==> config.mk <==
export PLATFORM = sky130hd
export DESIGN_NAME = instruction_sequence_control
export DESIGN_NICKNAME = d
export VERILOG_FILES = /design/src/seq_pkg.sv /design/src/instruction_sequence_control.sv /design/src/pin_sync.sv
export SDC_FILE = /design/constraint.sdc
export NUM_CORES = 1
export LEC_CHECK = 0
export ABC_CLOCK_PERIOD_IN_PS = 29000
export BUFFER_PORTS_ARGS = -buffer_cell sky130_fd_sc_hd__buf_2
export CAP_MARGIN = 25
export CORE_ASPECT_RATIO = 1.5
export CORE_MARGIN = 8
export CORE_UTILIZATION = 55
export CTS_CLUSTER_SIZE = 16
export DETAILED_ROUTE_END_ITERATION = 10
export PLACE_DENSITY = 0.89
export REMOVE_ABC_BUFFERS = 1
export SLEW_MARGIN = 20
export SYNTH_ARGS = -nofsm -noshare
export SYNTH_HDL_FRONTEND = slang
export SYNTH_HIERARCHICAL = 1
export SYNTH_SLANG_ARGS = --single-unit
==> constraint.sdc <==
create_clock -name ref_clk_i -period 29 [get_ports ref_clk_i]
set_input_delay 1.45 -clock ref_clk_i [delete_from_list [all_inputs] [get_ports ref_clk_i]]
set_output_delay 1.45 -clock ref_clk_i [all_outputs]
set_load 0.005 [all_outputs]
==> src/seq_pkg.sv <==
// Constants for the instruction sequence controller: word layout, operation
// codes, special addresses and read buffer geometry.
// Assumes ten-digit BCD words and four-digit BCD addresses throughout.
package seq_pkg;

  // ------------------------------------------------------------------
  // Word layout
  // ------------------------------------------------------------------
  localparam int WORD_W  = 40;            // Ten BCD digits
  localparam int ADDR_W  = 16;            // Four BCD digits
  localparam int OP_W    = 8;             // Two BCD digits
  localparam int OP_MSB  = 39;
  localparam int OP_LSB  = 32;
  localparam int DA_MSB  = 31;            // Data address field
  localparam int DA_LSB  = 16;
  localparam int IA_MSB  = 15;            // Instruction address field
  localparam int IA_LSB  = 0;

  // ------------------------------------------------------------------
  // Codes and addresses
  // ------------------------------------------------------------------
  localparam logic [OP_W-1:0]   OP_NOOP       = 8'h00;
  localparam logic [OP_W-1:0]   OP_STOP       = 8'h01;
  localparam logic [OP_W-1:0]   OP_STORE_DIST = 8'h24;
  localparam logic [OP_W-1:0]   OP_READ       = 8'h70;
  localparam logic [ADDR_W-1:0] ADDR_SWITCHES = 16'h8000;
  localparam logic [WORD_W-1:0] WORD_BLANK    = 40'h00_0000_0000;
  localparam logic [OP_W-1:0]   OP_RESET      = 8'h00;
  localparam logic [ADDR_W-1:0] ADDR_RESET    = 16'h0000;

  // ------------------------------------------------------------------
  // Read buffer
  // ------------------------------------------------------------------
  localparam int BUF_WORDS = 10;          // Card read-in words of a band
  localparam int SLOT_W    = 4;
  localparam logic [SLOT_W-1:0] SLOT_LAST  = 4'h9;
  localparam logic [SLOT_W-1:0] SLOT_FIRST = 4'h1; // Read-in words start at 1

  // ------------------------------------------------------------------
  // Sequencer states
  // ------------------------------------------------------------------
  typedef enum logic [3:0] {
    ST_HALT    = 4'b0000,
    ST_I_HALF  = 4'b0001,
    ST_RST_D   = 4'b0010,
    ST_D_HALF  = 4'b0011,
    ST_RST_I   = 4'b0100,
    ST_RD_XFER = 4'b0101,
    ST_RD_WAIT = 4'b0110
  } seq_state_t;

endpackage

==> src/instruction_sequence_control.sv <==
// Program-control sequencer: alternates instruction and data half cycles,
// moves words between program register, operation/address registers,
// distributor, drum storage and the card input buffer.
// Assumes drum timing on the same clock flags the addressed word as it passes.
//
// Notes on behaviour
// - The restart word before a D half cycle loads op and D-address straight from the program register.
// - In the D half cycle of codes other than no-op, stop, read and 24 the distributor takes the addressed word as it passes the heads.
// - After distributor read-in a restart to I loads the I-address and fetches from there.
// - Code 24 writes the distributor into the D-address location during the D half cycle.
// - A fetch from address 8000 takes the word from the storage-entry switches.
// - A read op whose card lacks the load punch ends with a normal restart to I.
// - Computer reset in run mode sets the address register to 8000.
// - The no-op code does nothing and restarts to I at its own I-address.
// - The stop code halts until program start is pressed again.
// - Transfer copies the address switches into the address register for the next start.
// - A card past the second station leaves its fields in the leading buffer words.
// - The read code copies the buffer into the band read-in words, then blanks the buffer.
// - A back signal after a load card flips to I without restart, keeping the D-address.
`timescale 1ns/1ps
module instruction_sequence_control
  import seq_pkg::*;
(
  // Clock, reset, enable
  input  wire logic                       ref_clk_i,
  input  wire logic                       rst_n_i,
  input  wire logic                       ce_i,
  // Console switches and keys (pins)
  input  wire logic [seq_pkg::WORD_W-1:0] entry_sw_i,
  input  wire logic [seq_pkg::ADDR_W-1:0] addr_sw_i,
  input  wire logic                       run_mode_i,
  input  wire logic                       reset_key_i,
  input  wire logic                       transfer_key_i,
  input  wire logic                       start_key_i,
  // Card reader (pins)
  input  wire logic                       card_word_stb_i,
  input  wire logic [seq_pkg::SLOT_W-1:0] card_word_idx_i,
  input  wire logic [seq_pkg::WORD_W-1:0] card_word_i,
  input  wire logic                       card_load_punch_i,
  input  wire logic                       reader_back_i,
  output logic                            feed_req_o,
  // Drum storage (same clock)
  input  wire logic                       stor_word_pass_i,
  input  wire logic [seq_pkg::WORD_W-1:0] stor_rd_data_i,
  output logic [seq_pkg::ADDR_W-1:0]      stor_addr_o,
  output logic                            stor_readin_o,
  output logic [seq_pkg::SLOT_W-1:0]      stor_slot_o,
  output logic                            stor_wr_en_o,
  output logic [seq_pkg::WORD_W-1:0]      stor_wr_data_o,
  // Status
  output logic [seq_pkg::WORD_W-1:0]      prog_o,
  output logic [seq_pkg::WORD_W-1:0]      dist_o,
  output logic [seq_pkg::OP_W-1:0]        op_o,
  output logic                            halted_o
);

  // ------------------------------------------------------------------
  // Reset release and pin synchronisers
  // ------------------------------------------------------------------
  logic                  rst_a_q;
  logic                  rst_n_q;
  logic [6:0]            keys_s;
  logic [6:0]            keys_prev_q;
  logic [WORD_W+ADDR_W-1:0] sw_s;
  logic [WORD_W+SLOT_W-1:0] card_s;

  // Reset is released through two flops
  always_ff @(posedge ref_clk_i or negedge rst_n_i) begin
    if (!rst_n_i) begin
      rst_a_q <= 1'b0;
      rst_n_q <= 1'b0;
    end else begin
      rst_a_q <= 1'b1;
      rst_n_q <= rst_a_q;
    end
  end

  pin_sync #(.WIDTH(7)) u_keys_sync (
    .ref_clk_i (ref_clk_i),
    .rst_n_i   (rst_n_q),
    .ce_i      (ce_i),
    .pin_i     ({card_load_punch_i, card_word_stb_i, reader_back_i, start_key_i,
                 transfer_key_i, reset_key_i, run_mode_i}),
    .level_o   (keys_s)
  );

  pin_sync #(.WIDTH(WORD_W+ADDR_W)) u_sw_sync (
    .ref_clk_i (ref_clk_i),
    .rst_n_i   (rst_n_q),
    .ce_i      (ce_i),
    .pin_i     ({entry_sw_i, addr_sw_i}),
    .level_o   (sw_s)
  );

  // Card data must be steady before its strobe; both pass the same depth
  pin_sync #(.WIDTH(WORD_W+SLOT_W)) u_card_sync (
    .ref_clk_i (ref_clk_i),
    .rst_n_i   (rst_n_q),
    .ce_i      (ce_i),
    .pin_i     ({card_word_i, card_word_idx_i}),
    .level_o   (card_s)
  );

  logic                 run_mode;
  logic                 reset_pulse;
  logic                 transfer_pulse;
  logic                 start_pulse;
  logic                 back_pulse;
  logic                 card_stb_pulse;
  logic                 load_punch;
  logic [WORD_W-1:0]    entry_sw;
  logic [ADDR_W-1:0]    addr_sw;

  // Rising edges of the synchronised keys give one-cycle events
  assign run_mode       = keys_s[0];
  assign reset_pulse    = keys_s[1] & ~keys_prev_q[1];
  assign transfer_pulse = keys_s[2] & ~keys_prev_q[2];
  assign start_pulse    = keys_s[3] & ~keys_prev_q[3];
  assign back_pulse     = keys_s[4] & ~keys_prev_q[4];
  assign card_stb_pulse = keys_s[5] & ~keys_prev_q[5];
  assign load_punch     = keys_s[6];
  assign entry_sw       = sw_s[WORD_W+ADDR_W-1:ADDR_W];
  assign addr_sw        = sw_s[ADDR_W-1:0];

  always_ff @(posedge ref_clk_i or negedge rst_n_q) begin
    if (!rst_n_q) begin
      keys_prev_q <= 7'h00;
    end else if (ce_i) begin
      keys_prev_q <= keys_s;
    end
  end

  // ------------------------------------------------------------------
  // Sequencer state and registers
  // ------------------------------------------------------------------
  seq_state_t           state_q;
  logic [WORD_W-1:0]    prog_q;
  logic [WORD_W-1:0]    dist_q;
  logic [OP_W-1:0]      op_q;
  logic [ADDR_W-1:0]    addr_q;
  logic [SLOT_W-1:0]    slot_q;
  logic                 load_card_q;
  logic [WORD_W-1:0]    buf_q [BUF_WORDS];
  logic                 fetch_sw;
  logic                 xfer_done;

  assign fetch_sw  = (addr_q == ADDR_SWITCHES);
  assign xfer_done = (state_q == ST_RD_XFER) && stor_word_pass_i && (slot_q == SLOT_LAST);

  // Control commutator; the reset key overrides every state
  always_ff @(posedge ref_clk_i or negedge rst_n_q) begin
    if (!rst_n_q) begin
      state_q <= ST_HALT;
    end else if (ce_i) begin
      if (reset_pulse) begin
        state_q <= ST_HALT;                     // Next start begins in I
      end else begin
        case (state_q)
          ST_HALT:    if (start_pulse) state_q <= ST_I_HALF;
          ST_I_HALF:  if (fetch_sw || stor_word_pass_i) state_q <= ST_RST_D;
          ST_RST_D:   state_q <= ST_D_HALF;
          ST_D_HALF: begin
            case (op_q)
              OP_NOOP:  state_q <= ST_RST_I;
              OP_STOP:  state_q <= ST_HALT;
              OP_READ:  state_q <= ST_RD_XFER;
              default:  if (stor_word_pass_i) state_q <= ST_RST_I;
            endcase
          end
          ST_RD_XFER: if (xfer_done) state_q <= ST_RD_WAIT;
          ST_RD_WAIT: begin
            if (back_pulse) begin
              state_q <= load_card_q ? ST_I_HALF : ST_RST_I;
            end
          end
          ST_RST_I:   state_q <= ST_I_HALF;
          default:    state_q <= ST_HALT;
        endcase
      end
    end
  end

  // Operation and address registers
  always_ff @(posedge ref_clk_i or negedge rst_n_q) begin
    if (!rst_n_q) begin
      op_q   <= OP_RESET;
      addr_q <= ADDR_RESET;
    end else if (ce_i) begin
      if (reset_pulse) begin
        op_q <= OP_RESET;
        if (run_mode) addr_q <= ADDR_SWITCHES;
      end else if (transfer_pulse && state_q == ST_HALT) begin
        addr_q <= addr_sw;
      end else if (state_q == ST_RST_D) begin
        op_q   <= prog_q[OP_MSB:OP_LSB];
        addr_q <= prog_q[DA_MSB:DA_LSB];
      end else if (state_q == ST_RST_I) begin
        op_q   <= OP_RESET;
        addr_q <= prog_q[IA_MSB:IA_LSB];
      end
    end
  end

  // Program register and distributor
  always_ff @(posedge ref_clk_i or negedge rst_n_q) begin
    if (!rst_n_q) begin
      prog_q <= WORD_BLANK;
      dist_q <= WORD_BLANK;
    end else if (ce_i) begin
      if (reset_pulse) begin
        prog_q <= WORD_BLANK;
        dist_q <= WORD_BLANK;
      end else if (state_q == ST_I_HALF) begin
        if (fetch_sw) begin
          prog_q <= entry_sw;
        end else if (stor_word_pass_i) begin
          prog_q <= stor_rd_data_i;
        end
      end else if (state_q == ST_D_HALF && stor_word_pass_i &&
                   op_q != OP_NOOP && op_q != OP_STOP &&
                   op_q != OP_READ && op_q != OP_STORE_DIST) begin
        dist_q <= stor_rd_data_i;
      end
    end
  end

  // Read buffer: filled by the reader, drained to storage, then blanked
  always_ff @(posedge ref_clk_i or negedge rst_n_q) begin
    if (!rst_n_q) begin
      for (int i = 0; i < BUF_WORDS; i++) buf_q[i] <= WORD_BLANK;
      slot_q <= '0;
    end else if (ce_i) begin
      if (state_q != ST_RD_XFER) begin
        slot_q <= '0;
      end else if (stor_word_pass_i) begin
        slot_q <= slot_q + 4'h1;
      end
      if (xfer_done) begin
        for (int i = 0; i < BUF_WORDS; i++) buf_q[i] <= WORD_BLANK;
      end else if (card_stb_pulse && card_s[SLOT_W-1:0] <= SLOT_LAST) begin
        buf_q[card_s[SLOT_W-1:0]] <= card_s[WORD_W+SLOT_W-1:SLOT_W];
      end
    end
  end

  // Load punch of the card last read; the back signal consumes it
  always_ff @(posedge ref_clk_i or negedge rst_n_q) begin
    if (!rst_n_q) begin
      load_card_q <= 1'b0;
    end else if (ce_i) begin
      if (card_stb_pulse) begin
        load_card_q <= load_punch;              // A new card wins over consumption
      end else if (back_pulse && state_q == ST_RD_WAIT) begin
        load_card_q <= 1'b0;
      end
    end
  end

  // Feed request pulses as the read op leaves its D half cycle
  always_ff @(posedge ref_clk_i or negedge rst_n_q) begin
    if (!rst_n_q) begin
      feed_req_o <= 1'b0;
    end else if (ce_i) begin
      feed_req_o <= (state_q == ST_D_HALF) && (op_q == OP_READ);
    end
  end

  // ------------------------------------------------------------------
  // Storage side
  // ------------------------------------------------------------------
  // Address register selects the band; writes happen as the word passes
  assign stor_addr_o    = addr_q;
  assign stor_readin_o  = (state_q == ST_RD_XFER);
  assign stor_slot_o    = slot_q + SLOT_FIRST;
  assign stor_wr_en_o   = ce_i && stor_word_pass_i &&
                          ((state_q == ST_RD_XFER) ||
                           (state_q == ST_D_HALF && op_q == OP_STORE_DIST));
  assign stor_wr_data_o = (state_q == ST_RD_XFER) ? buf_q[slot_q] : dist_q;
  assign prog_o         = prog_q;
  assign dist_o         = dist_q;
  assign op_o           = op_q;
  assign halted_o       = (state_q == ST_HALT);
endmodule

==> src/pin_sync.sv <==
// Three-stage input synchroniser for pins from outside the clock domain.
// Assumes the input is steady for at least three clocks around a change.
`timescale 1ns/1ps
module pin_sync #(
  parameter int WIDTH = 1
) (
  // Clock and reset
  input  wire logic             ref_clk_i,
  input  wire logic             rst_n_i,
  input  wire logic             ce_i,
  // Pins in, filtered level out
  input  wire logic [WIDTH-1:0] pin_i,
  output logic      [WIDTH-1:0] level_o
);

  logic [WIDTH-1:0] s1_q;
  logic [WIDTH-1:0] s2_q;
  logic [WIDTH-1:0] s3_q;

  // ------------------------------------------------------------------
  // Stages
  // ------------------------------------------------------------------
  // The first stage is read only by the second; a bit moves once 2 and 3 agree
  always_ff @(posedge ref_clk_i or negedge rst_n_i) begin
    if (!rst_n_i) begin
      s1_q    <= '0;
      s2_q    <= '0;
      s3_q    <= '0;
      level_o <= '0;
    end else if (ce_i) begin
      s1_q    <= pin_i;
      s2_q    <= s1_q;
      s3_q    <= s2_q;
      level_o <= (s2_q & s3_q) | (level_o & (s2_q | s3_q));
    end
  end

endmodule

* Yosys cells after proc, flatten, opt, wreduce, memory -nomap -nowiden
Cells that the tools add are included.
** Word-level totals
- Register bits after elaboration :: 950
- Bits of input ports :: 151
- Output and inout port bits :: 152
** Cells by class
- $add $sub $neg :: 1
- Order comparisons :: 4
- Equality and inequality tests :: 23
- Muxes and demuxes :: 38
- Bitwise gates (word level) :: 24
- Reductions and logical operators :: 36
** Operators by type and width (number)
- $mux 400 :: 2
- $mux 40 :: 11
- $bwmux 400 :: 1
- $bmux 40 s4 :: 1
- $demux 40 s4 :: 1
- $and 56x56->56 :: 2
- $or 56x56->56 :: 2
- $and 44x44->44 :: 2
- $or 44x44->44 :: 2
- $mux 16 :: 5
- $mux 4 :: 8
- $mux 8 :: 4
- $pmux 4 s7 :: 1
- $eq 16x16->1 const B :: 1
- $logic_and 1x1->1 :: 15
- $and 7x7->7 :: 2
- $or 7x7->7 :: 2
- $eq 4x3->1 const B :: 3
- $pmux 4 s3 :: 1
- $reduce_and 3->1 :: 4
- $ge 5x5->1 const B :: 2
- $not 4->5 :: 2
- $reduce_bool 2->1 :: 5
- $eq 4x2->1 const B :: 2
- other kinds (29) :: 45

* Logic depth before layout (Yosys ltp)
- Depth in word-level cells :: 9
- Gate-level depth with buffers :: 11

* Modules after synthesis
Netlist, hierarchy kept.
** By module, submodules not included
- instruction_sequence_control :: times used 1, cells each 1790, area an instance 23621.4 um^2
- pin_sync (u_sw_sync) :: times used 1, cells each 701, area an instance 9370.2 um^2
- pin_sync (u_card_sync) :: times used 1, cells each 549, area an instance 7375.8 um^2
- pin_sync (u_keys_sync) :: times used 1, cells each 80, area an instance 1171.1 um^2

* Least setup slack after synthesis
Ideal clock, no wire load.
- Path kind :: input port to output port
- Start point :: input port ce_i
- End point :: output port stor_wr_en_o
- Data arrival time :: 2.488 ns
- Setup slack :: 25.062 ns
- Cell stages on the path :: 4
- Path buffers :: 3
- Cells stage by stage :: clkbuf_1 > buf_1 > clkbuf_1 > and3_1
** Between the ends
- Cells in the longest elaborated chain, start to end :: 2
** Ends and longest elaborated chain
- from (decl) :: line instruction_sequence_control.sv:27 : input wire logic ce_i,
- $logic_and 1x1->1 (2 in series) :: line instruction_sequence_control.sv:275 : assign stor_wr_en_o = ce_i && stor_word_pass_i &&
- to (decl) :: line instruction_sequence_control.sv:48 : output logic stor_wr_en_o,
Every way passes these cells.

* Worst setup path in the final report
- Start point :: register slot_q[2]
- End point :: output port stor_wr_data_o[33] (netlist bit)
** Between the ends
- Cells in the longest elaborated chain, start to end :: 5
** Ends and longest elaborated chain
- from (decl) :: line instruction_sequence_control.sv:141 : logic [SLOT_W-1:0] slot_q;
- from (signal assigned) :: line instruction_sequence_control.sv:236 : slot_q <= slot_q + 4'h1;
- $not 4->5 (not written as such) :: line instruction_sequence_control.sv:278 : assign stor_wr_data_o = (state_q == ST_RD_XFER) ? buf_q[slot_q] : dist_q;
- $bmux 40 s4 :: line instruction_sequence_control.sv:278
- $mux 40 (not written as such) (2 in series) :: line instruction_sequence_control.sv:278
- $mux 40 :: line instruction_sequence_control.sv:278
- to (decl) :: line instruction_sequence_control.sv:49 : output logic [seq_pkg::WORD_W-1:0] stor_wr_data_o,
Every way passes these cells. The select of a mux whose other input is x is not followed.

==> results.sh <==
export IMPL_antenna_found_initial=7
export IMPL_dp_hpwl_um=66000
export IMPL_synth_area_top_cells="dfrtp_1 57%, a22o_1 9.3%, mux2_4 6.6%, mux4_2 4.3%, mux2i_1 3.3%"
export IMPL_synth_cell_type_count=56
export IMPL_chipWidth_um=240
export IMPL_ant_nets=0
export IMPL_timing_rr_end="dist_o[20]"
export IMPL_drive_gt1_share_pct=26.5
export IMPL_crit_path_max_incr_delay_ps=750
export IMPL_synth_seq_cells=948
export IMPL_num_io_pins=303
export IMPL_clk_insertion_delay_late_ps=660
export IMPL_cp_slowest_cell="buf_4"
export IMPL_multi_input_area_mm2=0.0160
export IMPL_design_area_mm2=0.0465
export IMPL_cts_made_buffers=84
export IMPL_cts_clk_slew_worst_paths_ps=70
export IMPL_end_kind="output port"
export IMPL_cts_sinks=948
export IMPL_slew_viol_final=0
export IMPL_regArea_mm2=0.0237
export IMPL_crit_buf_inv=3
export IMPL_reg2reg_from="rst_n_q"
export IMPL_cts_tree="built"
export IMPL_grt_overflow=0
export IMPL_placedCellCount=4192
export IMPL_slew_headroom_pct=30.2
export IMPL_synth_most_common_cell="dfrtp_1"
export IMPL_grt_pass1_wl_um=175000
export IMPL_p_sw_mw=1.35
export IMPL_drc_errors=0
export IMPL_avgSynthCellArea_um2=13.3
export IMPL_worstSetupStartpointType="register"
export IMPL_cpLargestDelayFamily="buffers and inverters"
export IMPL_clockPowerShare_pct=29.0
export IMPL_hold_path_class="register to register"
export IMPL_setup_violations=0
export IMPL_status="complete, no violations"
export IMPL_hold_viol=0
export IMPL_drtIter0Drc=2877
export IMPL_avgViaCountPerCell=6.52
export IMPL_ff2ff_setup_slack_ps=24290
export IMPL_synthTopCellsByCount="948 x dfrtp_1, 442 x a22o_1, 194 x nand2_1, 183 x mux2_4, 135 x mux2i_1"
export IMPL_crit_chain="buf_4 > nand3b_1 > buf_4 > o221ai_1 > o21a_1 > buf_2"
export IMPL_worst_slew_pin_slew_ps=1050
export IMPL_yosys_warnings=6
export IMPL_globalplace_congestion=0.852
export IMPL_cp_arrival_ps=3770
export IMPL_p_int_mw=2.93
export IMPL_grt_max_degree=161
export IMPL_drt_pre_antenna_iters=5
export IMPL_synth_flop_cell="dfrtp_1"
export IMPL_period_minus_slack_ps=5220
export IMPL_die_area_mm2=0.0848
export IMPL_yosys_area_top_type="dfrtp_1"
export IMPL_synth_area_mm2=0.0415
export IMPL_fmax_mhz=192
export IMPL_cts_hold_buf=0
export IMPL_track_usage_pct=26.4
export IMPL_vias=28400
export IMPL_synth_top_area_share_pct=57.1
export IMPL_cts_root_buf="clkbuf_16"
export IMPL_synth_edff_count=0
export IMPL_initial_utilization_pct=55.4
export IMPL_rows=123
export IMPL_reg2reg_depth=5
export IMPL_instances_no_fill=4352
export IMPL_worst_path_stages=6
export IMPL_cap_viol_max_count=0
export IMPL_ys_async_sr_fraction_pct=100
export IMPL_dpl_instance_area_mm2=0.0433
export IMPL_wire_per_inst_um=26.0
export IMPL_coreArea_mm2=0.0749
export IMPL_swShare_pct=31.5
export IMPL_nFillCells=5213
export IMPL_powerDensity_mw_per_mm2=92.1
export IMPL_power_frac_seq_pct=47.9
export IMPL_ir_drop_mv=0.0474
export IMPL_port_buffers=302
export IMPL_worstSetupEndpoint="stor_wr_data_o[33]"
export IMPL_cp_max_fo=46
export IMPL_rsz0062_at_grt="no"
export IMPL_p_comb_share_pct=23.1
export IMPL_min_period_over_period_pct=18.0
export IMPL_grt_pass1_vias=29500
export IMPL_layout_nets=3435
export IMPL_final_setup_skew_ps=31.3
export IMPL_h_tree_depth=3
export IMPL_required_ps=27550
export IMPL_timing_hold_ws_ps=363
export IMPL_p_leak_nw=21.7
export IMPL_syn_inst=3120
export IMPL_drt_wl_total_um=113000
export IMPL_seq_area_frac_synth_pct=57.1
export IMPL_crit_path_frequent_cell="buf_4"
export IMPL_critPathKind="register to output port"
export IMPL_fin_setup_tns_ps=0
export IMPL_setup_worst_path_start="slot_q[2]"
export IMPL_clock_path_buffers=3
export IMPL_fin_util_pct=62.0
export IMPL_syn_to_final_growth_pct=11.8
export IMPL_die_y_um=353
export IMPL_postCtsSetupBuffers=0
export IMPL_cts_resized=0
[per-layer routing]
metal	global-route usage [%]	share of wire [%]	wire length [um]
met1	33.2	37	42200
met2	41.8	48	54000
met3	6.43	9.7	11000
met4	14.6	5.4	6130
met5	0	0.035	40
[sequential cells by signal, summed over array words and instances, names as in the netlist, 8 cells and up]
signal / cells
prog_o: 40
u_card_sync/s1_q: 44
dist_o: 40
u_sw_sync/level_o: 56
stor_addr_o: 16
u_sw_sync/s1_q: 56
u_card_sync/s2_q: 44
u_sw_sync/s2_q: 56
u_sw_sync/s3_q: 56
buf_q: 400
op_o: 8
u_card_sync/level_o: 44
u_card_sync/s3_q: 44
[final cells by class]
| type | instances | area share, % |
|---|---|---|
| clock inverter | 46 | 1.57 |
| inverter | 103 | 0.838 |
| clock buffer | 107 | 5.03 |
| tap | 1000 | 2.69 |
| timing repair buffer | 356 | 4.39 |
| antenna | 3 | 0.0162 |
| multi-input combinational | 1789 | 34.4 |
| sequential | 948 | 51.1 |
[logic make-up (layout without fill, tap and decap cells)]
family | after synthesis | after routing | synth area share (%)
muxes | 451 | 451 | 15.6
and+or+nand+nor | 385 | 385 | 4.49
DFF | 948 | 948 | 57.1
buffers and inverters | 383 | 612 | 4.77
AOI/OAI and AO/OA | 947 | 947 | 17.9
other | 1 | 4 | 0.00903
xor gates and xnor gates | 3 | 3 | 0.0633
adders and majority gates | 2 | 2 | 0.0602
[power by group through the flow]
stage / logic [mW] / clock network, mW / registers, mW
6_report: 0.988 / 1.24 / 2.05
5_1_grt: 1.07 / 1.31 / 2.09
4_1_cts: 0.984 / 1.25 / 2.03
3_5_place_dp: 0.961 / 0 / 2.04
3_3_place_gp: 0.916 / 0 / 2.02
2_1_floorplan: 0.679 / 0 / 1.95
[worst min-delay path by stage]
| stage | startpoint | slack [ps] | cells past startpoint | endpoint |
|---|---|---|---|---|
| 2_1_floorplan | rst_a_q | 330 | 0 | rst_n_q |
| 3_3_place_gp | rst_a_q | 340 | 0 | rst_n_q |
| 3_5_place_dp | rst_a_q | 350 | 0 | rst_n_q |
| 4_1_cts | rst_a_q | 370 | 0 | rst_n_q |
| 5_1_grt | rst_a_q | 380 | 0 | rst_n_q |
| 6_report | rst_a_q | 360 | 0 | rst_n_q |
[worst reg2reg max path: cells and delay by family (launching register included)]
kind,cells,cell delay (ps)
flops,1,1000
buf+inv,5,3730
[metrics by stage]
stage                     setup slack [ps]  power [mW]
after floorplan                        618        2.63
after global placement               23640        2.93
after detailed placement             23540        3.00
after CTS                            23500        4.27
after global routing                 23490        4.46
final                                23780        4.28
[placed cells by master (no fill, tap or decap), types with 10 or more instances in the layout]
cell type,count
o21ai_1,68
clkinv_2,14
bufinv_16,16
mux2_2,50
inv_1,101
a21o_1,12
mux2i_1,135
a21oi_1,115
nor2_1,28
nor2_4,10
nand2_1,184
o221ai_1,40
a22o_1,442
buf_4,45
nand2b_1,112
o2bb2ai_1,106
mux4_2,80
o21ai_0,70
o31ai_2,40
o21a_1,40
dfrtp_1,943
buf_2,301
clkbuf_8,15
mux2_4,183
clkbuf_16,84
No activity file was read; power rests on OpenSTA's default activity.
